**config.mk**
```make
export PLATFORM = sky130hd
export DESIGN_NAME = idpc_power_ctrl
export DESIGN_NICKNAME = d
export VERILOG_FILES = /design/src/rtl/idpc_placeholder_none.sv /design/src/rtl/idpc_pkg.sv /design/src/rtl/idpc_throttle.sv /design/src/rtl/idpc_power_ctrl.sv
export SDC_FILE = /design/constraint.sdc
export NUM_CORES = 1
export LEC_CHECK = 0
export BUFFER_PORTS_ARGS = -buffer_cell sky130_fd_sc_hd__buf_2
export CAP_MARGIN = 20
export CORE_MARGIN = 1.5
export CORE_UTILIZATION = 45
export CTS_BUF_LIST = sky130_fd_sc_hd__clkbuf_16
export DETAILED_ROUTE_END_ITERATION = 6
export PLACE_DENSITY_LB_ADDON = 0.05
export REMOVE_ABC_BUFFERS = 1
export SYNTH_ARGS = -nofsm -noshare
export SYNTH_HDL_FRONTEND = slang
export SYNTH_HIERARCHICAL = 1
export SYNTH_SLANG_ARGS = --single-unit
export TNS_END_PERCENT = 30
```
**constraint.sdc**
```tcl
create_clock -name pclk -period 8.6 [get_ports pclk]
set_input_delay 0.43 -clock pclk [delete_from_list [all_inputs] [get_ports pclk]]
set_output_delay 0.43 -clock pclk [all_outputs]
set_load 0.005 [all_outputs]
```
**src/rtl/idpc_placeholder_none.sv**
```systemverilog
`timescale 1ns/1ns
`default_nettype none
`default_nettype wire

```
**src/rtl/idpc_pkg.sv**
```systemverilog
`default_nettype none
package idpc_pkg;
    // Register byte offsets on the APB bus
    localparam logic [7:0] REGULATOR_SLEEP_CONTROL_OFF = 8'h00;
    localparam logic [7:0] CPU_THROTTLE_IDLE_CONTROL_OFF = 8'h04;
    localparam int ADDR_W = 8;

    // Regulator control register fields
    localparam int REG_PM_BIT = 1;
    localparam int REG_RSVD_BIT = 0;
    localparam logic REG_PM_RESET = 1'b0;

    // Throttle and idle control register fields
    localparam int IDLE_SEL_BIT = 7;
    localparam int THROTTLE_BIT = 6;
    localparam int WAKE_FS_BIT = 5;
    localparam int SLOW_RET_BIT = 4;
    localparam int RATIO_MSB = 2;
    localparam int RATIO_LSB = 0;
    localparam int RATIO_W = 3;
    localparam logic IDLE_SEL_RESET = 1'b0;
    localparam logic THROTTLE_RESET = 1'b0;
    localparam logic WAKE_FS_RESET = 1'b0;
    localparam logic SLOW_RET_RESET = 1'b0;
    localparam logic [2:0] RATIO_RESET = 3'h0;

    // Clocks per peripheral instruction cycle
    localparam int INSTR_DIV_CYCLES = 4;
    localparam int DIV_W = 2;
    localparam logic [DIV_W-1:0] DIV_LAST = DIV_W'(INSTR_DIV_CYCLES - 1);

    // Throttle counter width, enough for 1:256
    localparam int THR_CNT_W = 8;
    localparam logic [THR_CNT_W-1:0] THR_CNT_RESET = 8'h00;

    // Power state
    typedef enum logic [1:0] {
        IDPC_RUN = 2'b00,
        IDPC_IDLE = 2'b01,
        IDPC_SLEEP = 2'b10
    } idpc_state_t;
endpackage
`default_nettype wire

```
**src/rtl/idpc_throttle.sv**
```systemverilog
`timescale 1ns/1ns
`default_nettype none
module idpc_throttle (
    // Clock and reset
    input wire logic pclk,
    input wire logic presetn,
    // Rate control
    input wire logic periph_en,
    input wire logic throttle_on,
    input wire logic [idpc_pkg::RATIO_W-1:0] ratio,
    // CPU cycle enable
    output logic cpu_en
);
    typedef struct packed {
        logic [idpc_pkg::THR_CNT_W-1:0] cnt;
    } idpc_thr_t;

    idpc_thr_t st_reg;
    idpc_thr_t st_next;

    // Last count of a 1:N ratio, N = 2 << code
    function automatic logic [idpc_pkg::THR_CNT_W-1:0] ratio_last(input logic [idpc_pkg::RATIO_W-1:0] code);
        logic [idpc_pkg::THR_CNT_W:0] n;
        n = 9'h002 << code;
        return idpc_pkg::THR_CNT_W'(n - 9'h001);
    endfunction

    logic at_last;
    assign at_last = (st_reg.cnt >= ratio_last(ratio));

    // One CPU cycle per N peripheral cycles when throttled
    assign cpu_en = periph_en & (~throttle_on | at_last);

    // Peripheral cycle counter
    always_comb begin
        st_next = st_reg;
        if (!throttle_on) begin
            st_next.cnt = idpc_pkg::THR_CNT_RESET;
        end else if (periph_en) begin
            st_next.cnt = at_last ? idpc_pkg::THR_CNT_RESET : st_reg.cnt + 8'h01;
        end
    end

    always_ff @(posedge pclk or negedge presetn) begin
        if (!presetn) begin
            st_reg <= '{cnt: idpc_pkg::THR_CNT_RESET};
        end else begin
            st_reg <= st_next;
        end
    end
endmodule // idpc_throttle
`default_nettype wire

```
**src/rtl/idpc_power_ctrl.sv**
```systemverilog
// What this block does
// - Enabled interrupt ends Idle; idle select kept
// - Power-down with idle select re-enters Idle
// - Idle interrupt wake clears throttle if enabled
// - Watchdog timeout in Idle wakes, no reset
// - Watchdog wake leaves throttle bit untouched
// - Regulator mode bit picks low-power Sleep
// - Regulator bits 7-2 read 0, bit 0 reads 1
// - Idle select: Idle or full Sleep
// - Throttle bit slows CPU by ratio
// - Wake-at-full-speed clears throttle on ISR entry
// - Slow-on-return sets throttle on interrupt return
// - Ratio code sets 1:2 to 1:256
// - Debug entry forces full speed, bit kept
// - Idle select survives resets other than power-on or brown-out
// - Idle halts CPU and program memory only
// - Only enabled interrupt sources or a watchdog timeout wake
//
// The register offsets and the APB interface to the registers were chosen for this implementation.
`timescale 1ns/1ns
`default_nettype none
module idpc_power_ctrl #(
    parameter int NUM_INT = 8
) (
    // Clock and resets
    input wire logic pclk,
    input wire logic presetn,
    input wire logic por_bor_resetn,
    // APB slave
    input wire logic psel,
    input wire logic penable,
    input wire logic pwrite,
    input wire logic [idpc_pkg::ADDR_W-1:0] paddr,
    input wire logic [31:0] pwdata,
    input wire logic [3:0] pstrb,
    output logic [31:0] prdata,
    output logic pready,
    output logic pslverr,
    // CPU core, interrupt logic and watchdog events
    input wire logic sleep_instr,
    input wire logic [NUM_INT-1:0] int_flags,
    input wire logic [NUM_INT-1:0] int_enables,
    input wire logic isr_entry,
    input wire logic return_from_interrupt_instr,
    input wire logic watchdog_timeout,
    input wire logic in_circuit_debug_entry,
    // Clock gating and power outputs
    output logic periph_cycle_en,
    output logic cpu_cycle_en,
    output logic pfm_en,
    output logic idle_active,
    output logic sleep_active,
    output logic regulator_low_power,
    output logic wake_pulse,
    output logic watchdog_reset_req
);
    typedef struct packed {
        idpc_pkg::idpc_state_t state;
        logic reg_pm;
        logic throttle;
        logic wake_fs;
        logic slow_ret;
        logic [idpc_pkg::RATIO_W-1:0] ratio;
        logic [31:0] rdata;
        logic wake;
        logic wdt_rst;
        logic [idpc_pkg::DIV_W-1:0] div;
        logic periph_en;
    } idpc_core_t;

    idpc_core_t st_reg;
    idpc_core_t st_next;
    logic idle_sel_reg;
    logic idle_sel_next;

    // Register decode shared by read and write
    function automatic logic [1:0] reg_hit(input logic [idpc_pkg::ADDR_W-1:0] a);
        return {a == idpc_pkg::CPU_THROTTLE_IDLE_CONTROL_OFF, a == idpc_pkg::REGULATOR_SLEEP_CONTROL_OFF};
    endfunction

    logic [1:0] hit;
    logic setup_ph;
    logic wr_acc;
    logic wr_reg;
    logic wr_thr;
    logic wake_int;
    logic throttle_eff;
    logic cpu_en_raw;
    logic in_run;

    assign hit = reg_hit(paddr);
    assign setup_ph = psel & ~penable;
    assign wr_acc = psel & penable & pwrite & pstrb[0];
    assign wr_reg = wr_acc & hit[0];
    assign wr_thr = wr_acc & hit[1];
    assign wake_int = |(int_flags & int_enables);
    assign in_run = (st_reg.state == idpc_pkg::IDPC_RUN);
    assign throttle_eff = st_reg.throttle & ~in_circuit_debug_entry;

    // Zero wait state slave, error on unmapped address
    assign pready = 1'b1;
    assign pslverr = psel & penable & ~(|hit);
    assign prdata = st_reg.rdata;

    idpc_throttle u_throttle (
        .pclk(pclk),
        .presetn(presetn),
        .periph_en(st_reg.periph_en),
        .throttle_on(throttle_eff),
        .ratio(st_reg.ratio),
        .cpu_en(cpu_en_raw)
    );

    // Gating outputs
    assign periph_cycle_en = st_reg.periph_en;
    assign cpu_cycle_en = cpu_en_raw & in_run;
    assign pfm_en = in_run;
    assign idle_active = (st_reg.state == idpc_pkg::IDPC_IDLE);
    assign sleep_active = (st_reg.state == idpc_pkg::IDPC_SLEEP);
    assign regulator_low_power = sleep_active & st_reg.reg_pm;
    assign wake_pulse = st_reg.wake;
    assign watchdog_reset_req = st_reg.wdt_rst;

    // Idle select, cleared only by power-on or brown-out reset
    always_comb begin
        idle_sel_next = idle_sel_reg;
        if (wr_thr) begin
            idle_sel_next = pwdata[idpc_pkg::IDLE_SEL_BIT];
        end
    end

    always_ff @(posedge pclk or negedge por_bor_resetn) begin
        if (!por_bor_resetn) begin
            idle_sel_reg <= idpc_pkg::IDLE_SEL_RESET;
        end else begin
            idle_sel_reg <= idle_sel_next;
        end
    end

    // Core next state: divider, power state, control bits, read data
    always_comb begin
        st_next = st_reg;
        st_next.wake = 1'b0;
        st_next.wdt_rst = 1'b0;
        st_next.periph_en = (st_reg.div == idpc_pkg::DIV_LAST);
        st_next.div = st_next.periph_en ? '0 : st_reg.div + 2'h1;
        if (setup_ph) begin
            st_next.rdata = 32'h0000_0000;
            if (hit[0]) begin
                st_next.rdata[idpc_pkg::REG_PM_BIT] = st_reg.reg_pm;
                st_next.rdata[idpc_pkg::REG_RSVD_BIT] = 1'b1;
            end else if (hit[1]) begin
                st_next.rdata[idpc_pkg::IDLE_SEL_BIT] = idle_sel_reg;
                st_next.rdata[idpc_pkg::THROTTLE_BIT] = st_reg.throttle;
                st_next.rdata[idpc_pkg::WAKE_FS_BIT] = st_reg.wake_fs;
                st_next.rdata[idpc_pkg::SLOW_RET_BIT] = st_reg.slow_ret;
                st_next.rdata[idpc_pkg::RATIO_MSB:idpc_pkg::RATIO_LSB] = st_reg.ratio;
            end
        end
        // Software writes first, hardware events override them
        if (wr_reg) begin
            st_next.reg_pm = pwdata[idpc_pkg::REG_PM_BIT];
        end
        if (wr_thr) begin
            st_next.throttle = pwdata[idpc_pkg::THROTTLE_BIT];
            st_next.wake_fs = pwdata[idpc_pkg::WAKE_FS_BIT];
            st_next.slow_ret = pwdata[idpc_pkg::SLOW_RET_BIT];
            st_next.ratio = pwdata[idpc_pkg::RATIO_MSB:idpc_pkg::RATIO_LSB];
        end
        if (isr_entry && st_reg.wake_fs) begin
            st_next.throttle = 1'b0;
        end
        case (st_reg.state)
            idpc_pkg::IDPC_RUN: begin
                if (watchdog_timeout) begin
                    st_next.wdt_rst = 1'b1;
                end else if (sleep_instr && !wake_int) begin
                    st_next.state = idle_sel_reg ? idpc_pkg::IDPC_IDLE : idpc_pkg::IDPC_SLEEP;
                end
            end
            idpc_pkg::IDPC_IDLE: begin
                if (wake_int) begin
                    st_next.state = idpc_pkg::IDPC_RUN;
                    st_next.wake = 1'b1;
                    if (st_reg.wake_fs && st_reg.throttle) begin
                        st_next.throttle = 1'b0;
                    end
                end else if (watchdog_timeout) begin
                    st_next.state = idpc_pkg::IDPC_RUN;
                    st_next.wake = 1'b1;
                end
            end
            idpc_pkg::IDPC_SLEEP: begin
                if (wake_int || watchdog_timeout) begin
                    st_next.state = idpc_pkg::IDPC_RUN;
                    st_next.wake = 1'b1;
                end
            end
            default: begin
                st_next.state = idpc_pkg::IDPC_RUN;
            end
        endcase
        // Set wins over any clear in the same cycle
        if (return_from_interrupt_instr && st_reg.slow_ret) begin
            st_next.throttle = 1'b1;
        end
    end

    always_ff @(posedge pclk or negedge presetn) begin
        if (!presetn) begin
            st_reg <= '{state: idpc_pkg::IDPC_RUN, reg_pm: idpc_pkg::REG_PM_RESET,
                        throttle: idpc_pkg::THROTTLE_RESET, wake_fs: idpc_pkg::WAKE_FS_RESET,
                        slow_ret: idpc_pkg::SLOW_RET_RESET, ratio: idpc_pkg::RATIO_RESET,
                        rdata: 32'h0000_0000, wake: 1'b0, wdt_rst: 1'b0, div: '0,
                        periph_en: 1'b0};
        end else begin
            st_reg <= st_next;
        end
    end
endmodule // idpc_power_ctrl
`default_nettype wire

```
# Word level (Yosys, flattened, before mapping)
# Cells that the tools add are included.
# word_totals
wordCells	82
latchBits	0
input_bits	71
n_memories	0
mem_bits_ro	0
ram_bits	0
out_inout_bits	42
register_bits	30
# classes
muxes	27
shift	1
n_addsub	3
div	0
mul	0
n_eq_ne	9
n_lt_le_gt_ge	1
n_reduce_logical	11
bitwise	17
# ops
op	count
$mux 8	3
$mux 2	8
$and 1x1->1	11
$mux 1	10
$add 8x1->8 const B	1
$and 8x8->8	1
$eq 8x3->1 const B	1
$ge 8x8->1	1
$logic_not 8->1	1
$mux 4	2
$reduce_or 8->1	1
$shl 2x3->8 const A	1
$sub 8x1->8 const B	1
$mux 6	1
$pmux 2 s3	1
$eq 2x2->1 const B	2
$logic_and 1x1->1	4
$ne 2x1->1 const B	2
$ne 2x2->1 const B	2
$not 1->1	4
$reduce_and 4->1	1
$mux 3	1
$ne 3x2->1 const B	1
$add 2x1->2 const B	1
7 further kinds	7

# Depth between registers and ports, before layout
# Gate-level depths: netlist of the first run.
# logic_depth
word_depth	10
ltp_mapped	13
ltp_nobuf	12

# Hierarchy
# Netlist of the first run, hierarchy kept.
# by_module_without_submodules
module	cells_per_inst	seq_area_each_um2	instances	area_per_inst_um2
idpc_power_ctrl	117	550.5	1	1308.8
idpc_throttle	81	200.2	1	738.2

# Least setup slack after synthesis of the first run
# No wires, ideal clock.
# synth_timing
kind	reg-to-output
start	reg st_reg[37] (netlist bit)
end	out cpu_cycle_en
required_time_ns	8.170
path_stages_with_launch	13
path_buffers	1
arrival_time_ns	2.608
slack_ns	5.562
cell_sequence	dfrtp_1 or3_1 ha_1 clkbuf_1 nor3_1 a21o_1 a21oi_1 ha_1 nand4_1 o22a_1 a31oi_4 and2_2 and2_1
# synth_via
elab_chain_cells	6
# synth_rtl
element	line_no	text
start: declaration	idpc_power_ctrl.sv:71	idpc_core_t st_reg;
start signal: assignment	idpc_power_ctrl.sv:211	st_reg <= '{state: idpc_pkg::IDPC_RUN, reg_pm: idpc_pkg::REG_PM_RESET,
start signal: assignment	idpc_power_ctrl.sv:217	st_reg <= st_next;
$shl 2x3->8	idpc_throttle.sv:24	n = 9'h002 << code;
$sub 8x1->8	idpc_throttle.sv:25	return idpc_pkg::THR_CNT_W'(n - 9'h001);
$ge 8x8->1	idpc_throttle.sv:29	assign at_last = (st_reg.cnt >= ratio_last(ratio));
$or 1x1->1	idpc_throttle.sv:32	assign cpu_en = periph_en & (~throttle_on | at_last);
$and 1x1->1	idpc_throttle.sv:32	
net cpu_en_raw	idpc_power_ctrl.sv:88	logic cpu_en_raw;
$and 1x1->1	idpc_power_ctrl.sv:116	assign cpu_cycle_en = cpu_en_raw & in_run;
end: declaration	idpc_power_ctrl.sv:49	output logic cpu_cycle_en,
# The timed path passes the listed nets, and every way through them passes these cells.

# Worst setup path in the final report of the first run
# Ends and elaborated chain as after synthesis.

==> impl_metrics.ini, run 1 <==
[outcome]
outcome = finished, final reports clean

[global_routing]
grt_overflow = 0
grt_antenna_before_repair = 0
grt_pass1_vias = 1414
grt_max_degree = 30
grt_pass1_wl_um = 6310
grt.total_usage_pct = 16.1

[timing]
setup-tns-final_ns = 0
layout_setup_ws_ns = 5.02
max_slew_margin_pct = 58.2
rsz0062_at_grt = false
slew_violations = 0
period_needed_ns = 3.58
hold_viol_final = 0
hold_ws_ns = 0.180
clock_skew_ns = 0.00668
fmax_ghz = 0.279
finalSetupViolations = 0
worstMarginPinSlew_ns = 0.628
timing.final.crit_share_pct = 41.7

[logic_synthesis]
netlist_instances = 198
yosys_warnings = 6
yosysTopAreaCellShare_pct = 36.7
synth_edf_count = 0
ys.flop_type = dfrtp_1
syn_area_um2 = 2050
ys_top_cells_by_area = dfrtp_1, buf_4, ha_1, mux2_2, a21oi_1
syn_area_per_cell_um2 = 10.3
ys_types = 47
yosysSeqAreaShare_pct = 36.7
async_flop_share_pct = 100
ys_ff_latch = 30
synth_area_leader_cell = dfrtp_1

[cells_and_area]
drive_gt1_share_pct = 32.7
final_cell_mix = buf_2, dfrtp_1, conb_1
nets = 335
final_common_cell = buf_2
fin_cells = 303
area_growth_pct = 15.5
antennaDiodeCount = 0
largest_register_ffs = 11

[worst_setup_path]
required_ns = 8.17
criticalPathCategory = reg -> out
crit_path_end_kind = output port
cp_max_fo = 9
cp-start-kind = flop
worst_ep_arrival_time_ns = 3.15

[placement]
portBuffers = 58
dp_cells = 295
globalplace.congestion = 0.734
preCtsSetupSlack_ns = 5.28
dp_hpwl_um = 2950

[floorplanning]
die_y_um = 70.4
dieArea_um2 = 4960
die_width_um = 70.4
rows = 24
core_um2 = 4350
initial_core_util_pct = 47.0
boundaryPins = 113

[clock_network]
clk_pin_slew_ns = 0.05
cts_resized = 0
cts_buffers = 5
clock_sinks = 30
clk_path_buf_depth = 2
clk-insertion-delay-late_ns = 0.27
cts_root_buffer = clkbuf_16
cts_max_level = 2
cts_tree = built

[route]
drc = 0
ant_nets = 0
vias_per_cell = 5.10
wirelength_um = 3760
num_vias = 1546
drt_iter0_drc = 60
firstDrtPassIters = 4
drt-wirelength-per-cell_um = 12.4

[power_and_ir_drop]
peakVddDrop_uv = 70.9
leakagePower_uw = 0.00120
power_density_nw_per_um2 = 148

[job]
maxCapViolCount = 0

[hold_path]
worstHoldPathType = in -> async
==> area by class of cell <==
cell class	instances	area [µm²]
Inverter	7	26.3
Tap cell	52	65.1
Sequential cell	30	751
Timing Repair Buffer	59	300
Multi-Input combinational cell	148	1090
Fill cell	407	1990
Clock buffer	5	125
Clock inverter	2	7.51
==> through the flow <==
stage / utilization (%) / instance area, µm² / total power (µW)
2_1_floorplan: - / 1870 / 174
3_3_place_gp: 51.0 / 2220 / 195
3_5_place_dp: 51.0 / 2220 / 196
4_1_cts: 54.3 / 2360 / 355
5_1_grt: 54.3 / 2360 / 368
6_report: 54.3 / 2360 / 351
==> path summary, 6_finish.rpt <==
check,end,startpoint,slack [ns],cells after the start
min,u_throttle/st_reg[5],presetn,0.18,1
max reg2reg,u_throttle/st_reg[0],st_reg[37],5.85,10
max in group asynchronous,prdata[1],presetn,8.01,1
max,cpu_cycle_en,st_reg[37],5.02,12
min reg2reg,st_reg[1],st_reg[1],0.42,1
min in group pclk,st_reg[41],pwdata[5],0.39,2
==> logic make-up (layout without fill, tap and decap cells) <==
logic type / after synthesis / count (layout) / synth area share, %
and+or+nand+nor: 55 / 55 / 18.1
buffers and inverters: 44 / 73 / 14.5
AOI/OAI and AO/OA: 38 / 38 / 14.5
DFF: 30 / 30 / 36.7
adders and majority gates: 13 / 13 / 7.95
muxes: 10 / 10 / 5.32
xor gates and xnor gates: 6 / 6 / 2.57
other: 2 / 26 / 0.367
==> where the power goes <==
| part | internal (µW) | leakage [µW] | switching, µW |
|---|---|---|---|
| clock | 103 | 0.0000723 | 54.7 |
| combinational | 20.6 | 0.000712 | 25.4 |
| sequential | 145 | 0.000412 | 2.47 |
| total | 268 | 0.00120 | 82.5 |
==> worst max-delay path, stage by stage (launching register included) <==
cell and delay (ns):
dfrtp_1 0.46, or3_1 0.44, ha_1 0.28, nor3_1 0.16, a21o_1 0.10, a21oi_1 0.07, ha_1 0.33, nand4_1 0.10
o22a_1 0.22, a31oi_4 0.34, and2_2 0.19, and2_1 0.11, buf_2 0.10
==> cells in the mapped netlist (all sizes together), types with 2 or more instances <==
cell	n
o31ai	2
nand2	13
nand3	4
nor3	5
a21o	2
clkbuf	2
ha	13
a32o	2
xnor2	4
and3	2
a221oi	2
nor2	7
mux2	7
xor2	2
buf	35
nand4b	2
nand4	3
mux2i	3
a22o	7
nand2b	3
inv	7
or3	2
dfrtp	30
nor4	3
a21oi	14
and2	4
o22ai	2
conb	2
nor2b	3
==> per-layer routing <==
layer	GRT usage (%)	part of all wire (%)	wire, µm
met5	0	0	0
met3	5.34	7.0	263
met4	4.49	0.74	28
met2	25.6	48	1790
met1	20.9	45	1680
==> what timing repair did <==
| action | 4_1_cts | 5_1_grt |
|---|---|---|
| buffers inserted | 0 | 0 |
| hold buffers | 1 | 0 |
| endpoints found under the hold margin | 1 | 0 |
No activity file was read; power rests on OpenSTA's default activity.
==> run 2, diff against run 1 <==
Settings changed: ABC_AREA set to 1, CORE_UTILIZATION 45 to 41.
Clock period 8.6 ns to 3 ns, I/O delays scaled along.
==> impl_metrics.ini, run 2 <==
[cells_and_area]
final_cell_mix = nand2_1, buf_2, inv_1
utilization_pct = 53.1
nets = 423
antennaDiodeCount = 0
largest_register_ffs = 11
fin_cells = 407
drive_gt1_share_pct = 28.2
area_growth_pct = 22.2
final_common_cell = nand2_1

[timing]
fmax_ghz = 0.362
slew_violations = 0
max_slew_margin_pct = 56.1
worstMarginPinSlew_ns = 0.659
hold_viol_final = 0
clock_skew_ns = 0.00460
setup-tns-final_ns = 0
period_needed_ns = 2.76
hold_ws_ns = 0.0770
timing.final.crit_share_pct = 92.1
finalSetupViolations = 0

[worst_setup_path]
r2r-start = st_reg[38]
crit_path_end_kind = output port
reg2reg_to = u_throttle/st_reg[5]
criticalPathCategory = reg -> out
r2r_cells = 17
cp_max_fo = 5
cp_num_buf_inv = 5
path_cells = nor2_2 -> inv_1 -> nor2_2 -> inv_1 -> ha_1 -> o21ai_0 -> nor2_1 -> a31oi_1 -> ha_1 -> nand2_1 -> a21oi_1 -> nor2_2 -> nand3_2 -> nand2_1 -> inv_1 -> nand2_1 -> inv_1 -> buf_2
worst_ep_arrival_time_ns = 2.61
worst_path_largest_cell_delay_ns = 0.43
cp-start-kind = flop
r2r_slack_ns = 0.53
critPathSlowestCell = dfrtp_2
required_ns = 2.85
crit_family = simple AND/OR/NAND/NOR gates
cp_common_cell = inv_1

[route]
ant_nets = 0
drt-wirelength-per-cell_um = 10.0
drc = 0
drt_iter0_drc = 58
num_vias = 1785
vias_per_cell = 4.39
wirelength_um = 4090
firstDrtPassIters = 4

[logic_synthesis]
synth_edf_count = 0
yosys_warnings = 6
ys_types = 27
syn_area_um2 = 2090
ys_top_cells_by_area = dfrtp_1, nand2_1, buf_4, ha_1, inv_1
synthTopCellsByCount = nand2_1, buf_4, inv_1
synth_area_leader_cell = dfrtp_1
async_flop_share_pct = 100
syn_area_per_cell_um2 = 7.55
synth.most_common_cell = nand2_1
ys_ff_latch = 30
yosysTopAreaCellShare_pct = 35.9
yosysSeqAreaShare_pct = 35.9
netlist_instances = 277
ys.flop_type = dfrtp_1

[floorplanning]
rows = 25
die_width_um = 74.4
boundaryPins = 113
initial_core_util_pct = 43.4
core_um2 = 4820
die_y_um = 74.4
dieArea_um2 = 5540

[clock_network]
clk_pin_slew_ns = 0.05
cts_tree = built
cts_max_level = 2
clock_sinks = 30
clk-insertion-delay-late_ns = 0.27
cts_buffers = 5
cts_root_buffer = clkbuf_16
clk_path_buf_depth = 2

[hold_path]
worstHoldStart = return_from_interrupt_instr
hold_depth = 3
min_to = st_reg[42]
worstHoldPathType = in -> reg

[placement]
dp_cells = 393
dp_hpwl_um = 3210
portBuffers = 58
globalplace.congestion = 0.821

[power_and_ir_drop]
leakagePower_uw = 0.00151
power_density_nw_per_um2 = 515
peakVddDrop_uv = 266

[global_routing]
grt_pass1_wl_um = 7080
grt.total_usage_pct = 16.9
grt_antenna_before_repair = 0
grt_pass1_vias = 1625
grt_max_degree = 30
grt_overflow = 0

[outcome]
outcome = finished, final reports clean

[job]
maxCapViolCount = 0
run 2: changes by cell type in the layout (fill, tap and decap cells not counted), sizes merged, moves of 7 or more:
| cell | delta |
|---|---|
| nand2 | +65 |
| inv | +26 |
| nor2 | +25 |
| o21ai | +14 |
| nand3 | +8 |
| a22o | -7 |
| mux2 | -7 |
run 2: tightest hold or removal path, cell delays in order:
cell     delay (ns)
buf_2          0.07
nand2_1        0.04
nand2_1        0.05
run 2: per-layer routing:
metal | up-vias | wire [µm] | global-route usage, % | share of wire (%)
met1 | 783 | 1890 | 21.4 | 46
met4 | 0 | 60 | 6.87 | 1.5
li1 | 931 | - | - | -
met2 | 64 | 1900 | 27.9 | 46
met3 | 7 | 235 | 3.93 | 5.8
met5 | - | 0 | 0 | 0
run 2: what timing repair did:
item,4_1_cts,5_1_grt
hold buffers,2,0
resized for setup,0,5
buffers inserted,0,4
setup endpoints to repair,0,1
endpoints found under the hold margin,30,0
run 2: final cells by class:
type                            instances  area (µm²)
Clock buffer                            5         125
Clock inverter                          3        63.8
Fill cell                             505        2260
Inverter                               35         131
Multi-Input combinational cell        202        1050
Sequential cell                        30         752
Tap cell                               67        83.8
Timing Repair Buffer                   65         348
run 2: logic make-up after synthesis:
logic type	after synthesis	share of synthesized area [%]
XOR/XNOR	4	1.67
buffers and inverters	69	18.7
other	2	0.359
adder cells (fa/ha/maj)	13	7.78
flip-flops	30	35.9
AND/OR/NAND/NOR	130	27.4
AO/OA/AOI/OAI	29	8.25
run 2: worst max-delay path by stage:
| stage | to | from | cells past startpoint |
|---|---|---|---|
| after floorplan | cpu_cycle_en | st_reg[37] | 16 |
| after global placement | cpu_cycle_en | st_reg[38] | 17 |
| after detailed placement | cpu_cycle_en | st_reg[38] | 17 |
| after CTS | cpu_cycle_en | st_reg[38] | 17 |
| after global routing | cpu_cycle_en | st_reg[38] | 18 |
| final | cpu_cycle_en | st_reg[38] | 18 |
run 2: report_power, final:
| part | switching, µW | internal, µW |
|---|---|---|
| sequential | 18.2 | 431 |
| clock | 177 | 472 |
| combinational | 123 | 94.2 |
| total | 318 | 998 |
run 2: through the flow:
step	total power, µW	worst slack (ns)	instance area, µm²
3_5_place_dp	667	0.317	2300
2_1_floorplan	579	0.746	1920
3_3_place_gp	666	0.310	2300
4_1_cts	1320	0.0124	2510
5_1_grt	1380	-0.00488	2560
6_report	1320	0.236	2560
==> run 3, diff against run 2 <==
Settings changed: ABC_AREA 1 to not set, CORE_UTILIZATION 41 to 40.
==> impl_metrics.ini, run 3 (same netlist as run 1, synthesis figures left out) <==
[outcome]
outcome = finished, final reports clean

[cells_and_area]
largest_register_ffs = 11
area_growth_pct = 20.0
final_common_cell = buf_2
drive_gt1_share_pct = 35.8
multiInputGateArea_um2 = 1120
nets = 340
fin_cells = 324
fin_area_um2 = 2460
final_cell_mix = buf_2, dfrtp_1, conb_1
seqCellArea_um2 = 751
antennaDiodeCount = 0
n_fill_cell = 475

[global_routing]
grt_antenna_before_repair = 0
grt_pass1_vias = 1426
grt_pass1_wl_um = 6710
grt_overflow = 0
grt.total_usage_pct = 15.9
grt_max_degree = 30

[clock_network]
cts_root_buffer = clkbuf_16
clk-insertion-delay-late_ns = 0.27
post_cts_buffers = 0
cts_buffers = 5
clk_path_buf_depth = 2
cts_max_level = 2
cts_tree = built
clk_pin_slew_ns = 0.05
clock_sinks = 30

[worst_setup_path]
r2r-start = st_reg[37]
criticalPathCategory = reg -> out
cp-start-kind = flop
worstSetupStartpoint = st_reg[37]
worst_ep_arrival_time_ns = 2.67
required_ns = 2.85
cp_max_fo = 6
r2r_cells = 11
crit_path_end_kind = output port
reg2reg_to = u_throttle/st_reg[0]
r2r_slack_ns = 0.59

[floorplanning]
boundaryPins = 113
rows = 25
dieArea_um2 = 5560
core_um2 = 4820
die_y_um = 74.5
initial_core_util_pct = 42.5
die_width_um = 74.5

[timing]
hold_viol_final = 0
slew_violations = 0
setup-tns-final_ns = 0
finalSetupViolations = 0
period_needed_ns = 2.82
fmax_ghz = 0.354
hold_ws_ns = 0.111
rsz0062_at_grt = false
clock_skew_ns = 0.00305
max_slew_margin_pct = 56.7
timing.final.crit_share_pct = 94.1
worstMarginPinSlew_ns = 0.650

[placement]
globalplace.congestion = 0.784
dp_cells = 314
dpl_cell_area_um2 = 2270
portBuffers = 58
dp_hpwl_um = 3150

[route]
drc = 0
num_vias = 1518
wirelength_um = 3880
route.met2.wl_um = 1750
drt-wirelength-per-cell_um = 12.0
ant_nets = 0
vias_per_cell = 4.69
drt_iter0_drc = 49
top_layer = met4
firstDrtPassIters = 4
wl_met1_um = 1860
dr_wl_met3_um = 256

[hold_path]
hold_depth = 2
min_to = st_reg[37]
worstHoldPathType = in -> reg
worstHoldStart = pwdata[0]

[power_and_ir_drop]
pwr-share-comb_pct = 13.6
power_frac_seq_pct = 41.6
power.switching_uw = 239
power_density_nw_per_um2 = 413
leakagePower_uw = 0.00122
peakVddDrop_uv = 204
p_clk_share_pct = 44.8
total_power_uw = 1020
p_sw_share_pct = 23.6
p_int_uw = 776

[job]
maxCapViolCount = 0
==> run 3: cell types whose count changed in the layout (fill, tap and decap cells not counted), moves of 4 or more <==
cell and change:
a22o_1 +7, a21oi_1 +7, o21ai_0 -13, nand2_1 -62
nor2_1 -15, mux2_2 +7, inv_1 -25, nand3_1 -7
xnor2_1 +4, nor2_2 -8
==> run 3: worst max-delay path by stage <==
stage | cells after the start | endpoint | slack [ns]
floorplan | 11 | cpu_cycle_en | 0.32
global placement | 12 | cpu_cycle_en | 0.25
detailed placement | 12 | cpu_cycle_en | 0.26
CTS | 12 | cpu_cycle_en | 0.004
global route | 14 | cpu_cycle_en | 0.02
finish | 12 | cpu_cycle_en | 0.18
==> run 3: layout make-up <==
type                       instances  area share, %
multi-input combinational        148           45.5
timing repair buffer              64           13.9
clock buffer                       5           5.09
tap                               67           3.41
clock inverter                     3          0.509
inverter                           7           1.07
sequential                        30           30.6
==> run 3: stage by stage <==
step	worst slack (ns)	utilization (%)
finish	0.176	51.0
global route	0.0164	51.0
CTS	0.00406	50.4
detailed placement	0.261	47.1
global placement	0.245	47.1
floorplan	0.315	-
==> run 3: layer usage <==
layer | track usage, % | up-vias
met5 | 0 | -
met4 | 4.24 | 0
met3 | 4.61 | 2
met2 | 23.8 | 62
met1 | 22.7 | 689
li1 | - | 765
==> run 3: timing repair <==
| action | CTS | global route |
|---|---|---|
| hold endpoints to repair | 30 | 0 |
| cloned | 0 | 0 |
| gates resized for setup | 1 | 5 |
| pin swaps | 0 | 3 |
| hold buffers | 2 | 0 |
| endpoints found under the setup margin | 1 | 1 |
==> run 3: power groups by stage <==
stage / Combinational [µW] / Clock (µW) / Sequential, µW
2_1_floorplan: 70.5 / 0 / 427
3_3_place_gp: 135 / 0 / 428
3_5_place_dp: 136 / 0 / 428
4_1_cts: 138 / 472 / 422
5_1_grt: 159 / 495 / 423
6_report: 138 / 455 / 422
==> run 3: critical path, stage by stage, from the launching register on <==
cell	delay, ns
dfrtp_1	0.37
or3_4	0.41
ha_4	0.20
xor2_1	0.13
nor2_1	0.06
a21oi_1	0.15
ha_1	0.28
o21a_1	0.11
nor2_1	0.17
a31oi_4	0.06
and2_2	0.20
and2_1	0.15
buf_2	0.12
